[config.mk]
export PLATFORM = sky130hd
export DESIGN_NAME = cpm_top
export DESIGN_NICKNAME = d
export VERILOG_FILES = /design/src/logic/cpm_pkg.sv /design/src/logic/cpm_parity_check.sv /design/src/logic/cpm_top.sv
export SDC_FILE = /design/constraint.sdc
export NUM_CORES = 1
export LEC_CHECK = 0
export CORE_ASPECT_RATIO = 0.7
export CORE_UTILIZATION = 30
export DETAILED_ROUTE_END_ITERATION = 12
export DONT_BUFFER_PORTS = 1
export SETUP_SLACK_MARGIN = 0.15
export SYNTH_ARGS = -nofsm -noshare
export SYNTH_HDL_FRONTEND = slang
export SYNTH_SLANG_ARGS = --single-unit
[constraint.sdc]
create_clock -name clk -period 3.2 [get_ports clk]
set_input_delay 0.32 -clock clk [delete_from_list [all_inputs] [get_ports clk]]
set_output_delay 0.32 -clock clk [all_outputs]
set_load 0.03 [all_outputs]
[src/logic/cpm_pkg.sv]
// Package: constants shared by the configuration parity block
package cpm_pkg;
  // ==========================================
  // Register geometry
  localparam int unsigned WORD_W = 9;
  localparam int unsigned NUM_CFG = 6;
  localparam int unsigned NUM_REGS = 7;
  localparam logic [2:0] COLPAR_IDX = 3'h6;
  localparam int unsigned ROW_PAR_POS = 0;
  localparam int unsigned ROWBITS_POS = 8;
  localparam logic [8:0] CFG_RESET = 9'h000;
  localparam logic [8:0] COLPAR_RESET = 9'h000;
  // ==========================================
  // Register map (byte offsets)
  localparam logic [7:0] ADDR_CFG0 = 8'h00;
  localparam logic [7:0] ADDR_STATUS = 8'h20;
  localparam logic [7:0] ADDR_MASK = 8'h24;
  localparam logic [7:0] ADDR_DETAIL = 8'h28;
  localparam logic [7:0] ADDR_CTRL = 8'h2c;
  // Status and control bits
  localparam int unsigned ST_ROW_ERR = 0;
  localparam int unsigned ST_COL_ERR = 1;
  localparam int unsigned ST_W = 2;
  localparam int unsigned CTRL_CHECK_EN = 0;
  localparam logic CTRL_RESET = 1'b1;
endpackage

[src/logic/cpm_parity_check.sv]
// Module: combinational row and column odd-parity checker
`timescale 1ns/1ps
module cpm_parity_check #(
  parameter int unsigned NREG = 7
) (
  // Register image, flattened, register 0 in the low bits
  input wire logic [NREG*9-1:0] regs,
  // Results
  output logic [NREG-1:0] row_bad,
  output logic [8:0] col_bad
);
  // Bit positions below are fixed to the seven-word map
  if (NREG != cpm_pkg::NUM_REGS) begin : g_bad_nreg
    $error("cpm_parity_check supports seven registers only");
  end

  always_comb begin
    logic [8:0] acc;
    acc = '0;
    for (int r = 0; r < NREG; r++) begin
      row_bad[r] = ~(^regs[r*9 +: 9]);
    end
    // Column bit k (1..7) of register 6 covers bit k of registers 0..5
    for (int r = 0; r < NREG; r++) begin
      acc = acc ^ regs[r*9 +: 9];
    end
    col_bad[8:1] = ~acc[8:1];
    col_bad[0] = 1'b0;
    // Bit 8 of register 6 with all row parity bits of registers 0..5
    acc[0] = regs[6*9 + 8];
    for (int r = 0; r < NREG - 1; r++) begin
      acc[0] = acc[0] ^ regs[r*9];
    end
    col_bad[8] = ~acc[0];
  end
endmodule

[src/logic/cpm_top.sv]
// Module: parity-protected configuration register bank with error reporting
// Functional notes
// - Config register row bit gives odd parity
// - Column bit plus registers 0-5 odd
// - Column bit k covers data bit k, for k 1-7
// - Bit 8 covers the row parity bits of registers 0-5
//
// Strobed register access and the register addresses are this design's own decisions.
`timescale 1ns/1ps
module cpm_top (
  // Clock and reset
  input wire logic clk,
  input wire logic rst_n,
  input wire logic clk_en,
  // Register port
  input wire logic [7:0] addr,
  input wire logic [31:0] wdata,
  input wire logic wr_en,
  input wire logic rd_en,
  output logic [31:0] rdata,
  // Status
  output logic parity_error,
  output logic irq
);
  // ==========================================
  // Register bank
  logic [8:0] bank_q [cpm_pkg::NUM_REGS];
  logic [8:0] bank_d [cpm_pkg::NUM_REGS];
  logic [cpm_pkg::ST_W-1:0] status_q, status_d, mask_q, mask_d;
  logic ctrl_q, ctrl_d;
  logic [31:0] rdata_q, rdata_d;
  logic [cpm_pkg::NUM_REGS-1:0] row_bad;
  logic [8:0] col_bad;
  logic [cpm_pkg::NUM_REGS*9-1:0] flat;
  logic row_ev, col_ev;

  function automatic logic in_bank(input logic [7:0] a);
    return (a[1:0] == 2'h0) && (a[7:2] < 6'(cpm_pkg::NUM_REGS));
  endfunction

  always_comb begin
    for (int r = 0; r < cpm_pkg::NUM_REGS; r++) begin
      flat[r*9 +: 9] = bank_q[r];
    end
  end

  cpm_parity_check #(.NREG(cpm_pkg::NUM_REGS)) u_chk (
    .regs(flat),
    .row_bad(row_bad),
    .col_bad(col_bad)
  );

  // ==========================================
  // Error events; checking is continuous while enabled
  assign row_ev = ctrl_q & (|row_bad);
  assign col_ev = ctrl_q & (|col_bad);

  always_comb begin
    for (int r = 0; r < cpm_pkg::NUM_REGS; r++) begin
      bank_d[r] = bank_q[r];
    end
    status_d = status_q;
    mask_d = mask_q;
    ctrl_d = ctrl_q;
    rdata_d = '0;
    if (wr_en) begin
      if (in_bank(addr)) begin
        bank_d[addr[4:2]] = wdata[8:0];
      end else if (addr == cpm_pkg::ADDR_STATUS) begin
        status_d = status_q & ~wdata[cpm_pkg::ST_W-1:0];
      end else if (addr == cpm_pkg::ADDR_MASK) begin
        mask_d = wdata[cpm_pkg::ST_W-1:0];
      end else if (addr == cpm_pkg::ADDR_CTRL) begin
        ctrl_d = wdata[cpm_pkg::CTRL_CHECK_EN];
      end
    end
    // Set wins over a clear in the same cycle
    if (row_ev) begin
      status_d[cpm_pkg::ST_ROW_ERR] = 1'b1;
    end
    if (col_ev) begin
      status_d[cpm_pkg::ST_COL_ERR] = 1'b1;
    end
    if (rd_en) begin
      if (in_bank(addr)) begin
        rdata_d = {23'h000000, bank_q[addr[4:2]]};
      end else if (addr == cpm_pkg::ADDR_STATUS) begin
        rdata_d = {30'h0, status_q};
      end else if (addr == cpm_pkg::ADDR_MASK) begin
        rdata_d = {30'h0, mask_q};
      end else if (addr == cpm_pkg::ADDR_DETAIL) begin
        rdata_d = {16'h0000, col_bad[8:1], 1'b0, row_bad};
      end else if (addr == cpm_pkg::ADDR_CTRL) begin
        rdata_d = {31'h0, ctrl_q};
      end
    end
  end

  always_ff @(posedge clk or negedge rst_n) begin
    if (!rst_n) begin
      for (int r = 0; r < cpm_pkg::NUM_CFG; r++) begin
        bank_q[r] <= cpm_pkg::CFG_RESET;
      end
      bank_q[cpm_pkg::NUM_CFG] <= cpm_pkg::COLPAR_RESET;
      status_q <= '0;
      mask_q <= '0;
      ctrl_q <= cpm_pkg::CTRL_RESET;
      rdata_q <= '0;
    end else if (clk_en) begin
      bank_q <= bank_d;
      status_q <= status_d;
      mask_q <= mask_d;
      ctrl_q <= ctrl_d;
      rdata_q <= rdata_d;
    end
  end

  assign rdata = rdata_q;
  // Live flag; the sticky copy sits in status
  assign parity_error = row_ev | col_ev;
  assign irq = |(status_q & mask_q);

  // ==========================================
  // Checks
  a_row_flag: assert property (@(posedge clk) disable iff (!rst_n)
    (ctrl_q && row_bad != '0) |-> parity_error)
    else $error("row parity failure not flagged");
  a_col_flag: assert property (@(posedge clk) disable iff (!rst_n)
    (ctrl_q && col_bad[7:1] != '0) |-> parity_error)
    else $error("column parity failure not flagged");
  a_col_map: assert property (@(posedge clk) disable iff (!rst_n)
    col_bad[1] == ~(bank_q[0][1] ^ bank_q[1][1] ^ bank_q[2][1] ^ bank_q[3][1]
      ^ bank_q[4][1] ^ bank_q[5][1] ^ bank_q[6][1]))
    else $error("column bit mapping wrong");
  a_rowbits_column: assert property (@(posedge clk) disable iff (!rst_n)
    col_bad[8] == ~(bank_q[6][8] ^ bank_q[0][0] ^ bank_q[1][0] ^ bank_q[2][0]
      ^ bank_q[3][0] ^ bank_q[4][0] ^ bank_q[5][0]))
    else $error("row parity column wrong");
  a_own_row: assert property (@(posedge clk) disable iff (!rst_n)
    row_bad[6] == ~(^bank_q[6]))
    else $error("column register row parity wrong");
  a_sticky_set: assert property (@(posedge clk) disable iff (!rst_n)
    (clk_en && row_ev) |=> status_q[cpm_pkg::ST_ROW_ERR])
    else $error("row error not latched");
  a_irq_level: assert property (@(posedge clk) disable iff (!rst_n)
    (status_q & mask_q) != '0 |-> irq)
    else $error("interrupt not raised");
  a_no_check: assert property (@(posedge clk) disable iff (!rst_n)
    !ctrl_q |-> !parity_error)
    else $error("flag while checking disabled");
  c_row_err: cover property (@(posedge clk) disable iff (!rst_n) row_ev);
  c_col_err: cover property (@(posedge clk) disable iff (!rst_n) col_ev);
  c_irq: cover property (@(posedge clk) disable iff (!rst_n) $rose(irq));
  c_clean: cover property (@(posedge clk) disable iff (!rst_n)
    ctrl_q && !parity_error);
endmodule

==> impl_metrics.ini, run 1 <==
[synth]
synth_ff_type = dfrtp_1
synth.area.top_cells = dfrtp_1, mux2_2, xnor2_1
async_flop_share = 1.000
syn-cell-area_um2 = 4917
synth_edf_count = 0
syn-instance-count = 404
ys_seq_area_frac = 0.4277
synth_seq_cells = 84
synth_top_area_cell = dfrtp_1
yosysUniqueCellTypes = 38
synth_top_area_frac = 0.4224
syn_area_per_cell_um2 = 12.17
yosysWarnings = 0

[timing]
period_share = 0.8855
slew_headroom = 0.5856
tightest_slew_ps = 619.8
rsz0062_at_grt = false
hold_viol = 0
skew_ps = 6.027
setup_tns_ps = 0
final.min_clock_period_ps = 2834
max_freq_mhz = 352.9
hold_ws_ps = 80.35
setup_viol_count_final = 0
slew_violations = 0

[die]
floorplan.initialDensity = 0.3125
rows = 38
core_area_um2 = 15740
dieArea_um2 = 16920
die_w_um = 155.0
ios = 79
chipHeight_um = 109.1

[clock_tree]
cts_buffers = 9
insertion_delay_ps = 350
cts_tree = built
cts_root_buffer = clkbuf_16
clk_pin_slew_ps = 60
cts_max_level = 3
clock_path_buffers = 2
clkSinkCount = 84
cts_setup_buffers = 0

[setup_path]
required_ps = 2880
critPathBufInv = 0
crit_path_start_kind = flop
critical_path.slowest_cell = dfrtp_1
slowest_delay_ps = 420
setup.worst_path.start = bank_q[36]$_DFFE_PN0P_
path_cells = xnor2_1 > xnor3_1 > xnor2_1 > nand4_1 > nand4b_1 > a21o_1
crit_fanout = 4
crit_path_end_kind = output pin
path_class = flop to output pin
crit_family = XOR/XNOR gates
cpMostUsedCell = xnor2_1
timing.rr.start = bank_q[36]$_DFFE_PN0P_
r2r_cells = 6
cp_num_cells = 6
arrival_ps = 2510

[global_routing]
grtUsageTotal = 0.1548
antenna_found_initial = 0
grt_pass1_vias = 3235
grt_max_degree = 85
gr-total-overflow = 0
grt_pass1_wl_um = 19130

[cells_and_area]
fill_cells = 1550
regArea_um2 = 2103
final_util = 0.3449
multiInputGateArea_um2 = 2675
num_antenna_cells = 0
area_growth_pct = 10.38
drive_gt1_frac = 0.2592
finalNetCount = 449

[min_path]
min_path_cells = 1
hp-class = input pin to flop
min-delay-start = clk_en

[place]
hpwlAfterDp_um = 8818
gp_congestion = 0.8297
io_buffers = 0

[drt]
vias = 3040
drtIter0Drc = 233
postRouteAntennaNets = 0
vias_per_cell = 4.833
drc_errors = 0
wl_per_cell_um = 19.01
drt_first_pass_iters = 4
finalWirelength_um = 11960

[run_status]
outcome = complete, no violations

[flow_run]
cap_violations = 0

[power_and_ir_drop]
power.density_nw_per_um2 = 460.7
peakVddDrop_uv = 300.6
finalPower_uw = 2500
p_leak_uw = 0.002372
==> Yosys cell counts, drive strengths merged (2+ instances only) <==
master / n
o2bb2ai: 8
nand3: 4
mux2i: 10
a211oi: 7
nand2: 13
inv: 5
xnor3: 5
a21oi: 16
dfrtp: 83
nand4: 5
xor2: 11
clkbuf: 2
mux4: 9
nor2: 21
o21ai: 9
o211ai: 4
mux2: 66
o22ai: 2
buf: 27
xnor2: 83
nor2b: 2
a22o: 2
==> area by class of cell <==
cell class | count | area share
multi-input combinational | 301 | 0.4929
sequential | 84 | 0.3875
tap | 220 | 0.05071
clock buffer | 10 | 0.04403
clock inverter | 6 | 0.01314
timing repair buffer | 3 | 0.008299
inverter | 5 | 0.003458
==> sequential cells by signal (all words and copies together) (netlist names) <==
register / count
bank_q: 63
ctrl_q: 1
mask_q: 2
rdata: 16
status_q: 2
==> power breakdown <==
part | internal [uW] | switching (uW) | leakage, uW
Sequential | 1090 | 38.8 | 0.00116
Combinational | 130 | 158 | 0.00106
Clock | 631 | 450 | 0.000145
Total | 1850 | 647 | 0.00237
==> metrics by stage <==
stage	area, um^2	cells	worst slack (ps)
floorplan	4974	419	1179
global placement	5080	611	763.5
detailed placement	5080	611	774.1
CTS	5428	629	388.1
global route	5428	629	277.8
finish	5428	629	366.3
==> cells by family (layout without fill, tap and decap cells) <==
logic type / Yosys count / count (layout) / share of synthesized area
xor gates and xnor gates: 99 / 99 / 0.1903
muxes: 85 / 85 / 0.2127
DFF: 84 / 84 / 0.4277
AOI/OAI and AO/OA: 52 / 52 / 0.06921
and+or+nand+nor: 49 / 49 / 0.05954
buffers and inverters: 34 / 24 / 0.03970
other: 1 / 16 / 0.0007626
==> placed cells by master, fill, tap and decap left out, types with 6 or more instances in the layout <==
cell,n
mux2_2,65
a211oi_1,7
xnor2_1,83
conb_1,16
xor2_1,11
o2bb2ai_1,8
clkbuf_16,9
nand2_2,6
mux4_2,9
nor2_1,18
nand2_1,7
o21ai_0,9
a21oi_1,16
mux2i_1,10
dfrtp_1,83
==> path summary, 6_finish.rpt <==
| check | end | slack, ps |
|---|---|---|
| min in group asynchronous | rdata[11]$_DFFE_PN0P_ | 510 |
| max | parity_error | 370 |
| max in group asynchronous | bank_q[26]$_DFFE_PN0P_ | 2310 |
| min | rdata[1]$_DFFE_PN0P_ | 80 |
| max reg2reg | status_q[0]$_DFFE_PN0P_ | 960 |
| min reg2reg | status_q[0]$_DFFE_PN0P_ | 530 |
==> per-layer routing <==
| metal | global-route usage | vias to the layer above | wire [um] |
|---|---|---|---|
| met1 | 0.2292 | 1550 | 6034 |
| met2 | 0.2143 | 90 | 4732 |
| met5 | 0 | - | 0 |
| li1 | - | 1387 | - |
| met3 | 0.04571 | 13 | 1046 |
| met4 | 0.04385 | 0 | 146 |
==> worst register-to-register path: cells and delay by family, from the launching register on <==
family,cells,cell delay [ps]
AO/OA/AOI/OAI,1,300
XOR/XNOR,3,1010
flip-flops,1,420
AND/OR/NAND/NOR,2,400
==> what timing repair did <==
item / CTS / global route
endpoints found under the hold margin: 84 / 0
resized for setup: 0 / 0
hold buffers: 2 / 0
(Power assumes the default switching activity.)
==> inputs of run 2 (changes only) <==
--- a/config.mk
+++ b/config.mk
@@ -5,10 +5,10 @@
 export SDC_FILE = /design/constraint.sdc
 export NUM_CORES = 1
 export LEC_CHECK = 0
-export CORE_ASPECT_RATIO = 0.7
 export CORE_UTILIZATION = 30
 export DETAILED_ROUTE_END_ITERATION = 12
 export DONT_BUFFER_PORTS = 1
+export PLACE_DENSITY = 0.47
 export SETUP_SLACK_MARGIN = 0.15
 export SYNTH_ARGS = -nofsm -noshare
 export SYNTH_HDL_FRONTEND = slang
==> impl_metrics.ini, run 2 (synthesized netlist as in run 1, its figures left out) <==
[place]
io_buffers = 0
hpwlAfterDp_um = 8741
gp_congestion = 0.7529
dp_slack_ps = 841.8
dp_cells = 607

[power_and_ir_drop]
p_leak_uw = 0.002365
sw_frac_of_total = 0.2564
power.density_nw_per_um2 = 450.9
p_int_uw = 1811
peakVddDrop_uv = 208.2
power_frac_clock = 0.420
power_frac_comb = 0.117
p_sw_uw = 624.5
p_seq_frac = 0.464

[timing]
hold_viol = 0
worst_slack_ps = 447.1
period_share = 0.8603
final.min_clock_period_ps = 2753
tightest_slew_ps = 618.1
setup_viol_count_final = 0
rsz0062_at_grt = false
skew_ps = 6.446
setup_tns_ps = 0
max_freq_mhz = 363.3
slew_violations = 0
slew_headroom = 0.5867

[global_routing]
grt_pass1_wl_um = 18920
grt_pass1_vias = 3082
antenna_found_initial = 0
grtUsageTotal = 0.1584
grt_max_degree = 85
gr-total-overflow = 0

[clock_tree]
clk_pin_slew_ps = 60
cts_max_level = 3
insertion_delay_ps = 350
cts_root_buffer = clkbuf_16
clock_path_buffers = 2
cts_buffers = 9
cts_setup_buffers = 0
clkSinkCount = 84
cts_tree = built

[drt]
drc_errors = 0
drt_first_pass_iters = 4
postRouteAntennaNets = 0
finalWirelength_um = 12260
wl_per_cell_um = 19.61
drtIter0Drc = 182
vias = 3007
vias_per_cell = 4.811

[cells_and_area]
largest_register_ffs = 63
finalNetCount = 449
final_util = 0.3389
largest_register = bank_q
fill_cells = 1609
area_growth_pct = 9.873
final_cell_mix = xnor2_1, dfrtp_1, mux2_2
drive_gt1_frac = 0.2567
num_antenna_cells = 0
final_cells = 625

[min_path]
hp-class = input pin to flop

[setup_path]
crit_path_start_kind = flop
arrival_ps = 2430
path_class = flop to output pin
crit_path_end_kind = output pin
crit_fanout = 4
required_ps = 2880

[run_status]
outcome = complete, no violations

[die]
dieArea_um2 = 16910
rows = 46
ios = 79
core_area_um2 = 15940
die_w_um = 130.0
floorplan.initialDensity = 0.3084
chipHeight_um = 130.0

[flow_run]
cap_violations = 0
==> run 2: cell type report <==
type | instances | area [um^2] | area share
timing repair buffer | 3 | 45.04 | 0.008337
clock inverter | 3 | 20.02 | 0.003705
clock buffer | 13 | 270.3 | 0.05002
multi-input combinational | 301 | 2675 | 0.4951
tap | 216 | 270.3 | 0.05002
inverter | 5 | 18.77 | 0.003474
sequential | 84 | 2103 | 0.3893
==> run 2: repair_timing <==
item,CTS,global route
hold endpoints to repair,84,0
hold buffers,2,0
resized for setup,0,0
==> run 2: worst paths after layout <==
path,start,end,slack [ps],depth (start not counted)
worst min-delay path,clk_en,rdata[1]$_DFFE_PN0P_,70,1
worst min register to register,status_q[0]$_DFFE_PN0P_,status_q[0]$_DFFE_PN0P_,520,1
worst max-delay path,bank_q[18]$_DFFE_PN0P_,parity_error,450,6
max in group asynchronous,rst_n,ctrl_q$_DFFE_PN1P_,2310,2
min in group asynchronous,rst_n,bank_q[62]$_DFFE_PN0P_,530,2
worst max register to register,bank_q[18]$_DFFE_PN0P_,status_q[0]$_DFFE_PN0P_,1040,6
==> run 2: worst max-delay path, cell delays in order (launching register included) <==
cell	delay, ps
dfrtp_1	420
xnor2_1	330
xnor3_1	390
xnor2_1	250
nand4_1	110
nand4b_1	250
a21o_1	340
==> run 2: power by group through the flow <==
stage               Sequential, uW  Combinational (uW)  Clock (uW)
finish                        1130                 284        1020
global route                  1130                 310        1090
CTS                           1130                 288        1040
detailed placement            1150                 260           0
global placement              1150                 259           0
floorplan                     1140                 245           0
==> run 2: metal layers <==
layer	routed length (um)	global-route usage
met2	5471	0.2369
met5	0	0
met3	751	0.04059
met1	5760	0.2168
met4	274	0.06566
==> run 2: metrics by stage <==
step | instance area (um^2) | power (uW) | hold WS, ps
2_1_floorplan | 4974 | 1386 | 24.41
3_3_place_gp | 5075 | 1408 | 28.34
3_5_place_dp | 5075 | 1410 | 28.00
4_1_cts | 5403 | 2460 | 68.08
5_1_grt | 5403 | 2534 | 72.98
6_report | 5403 | 2436 | 74.68
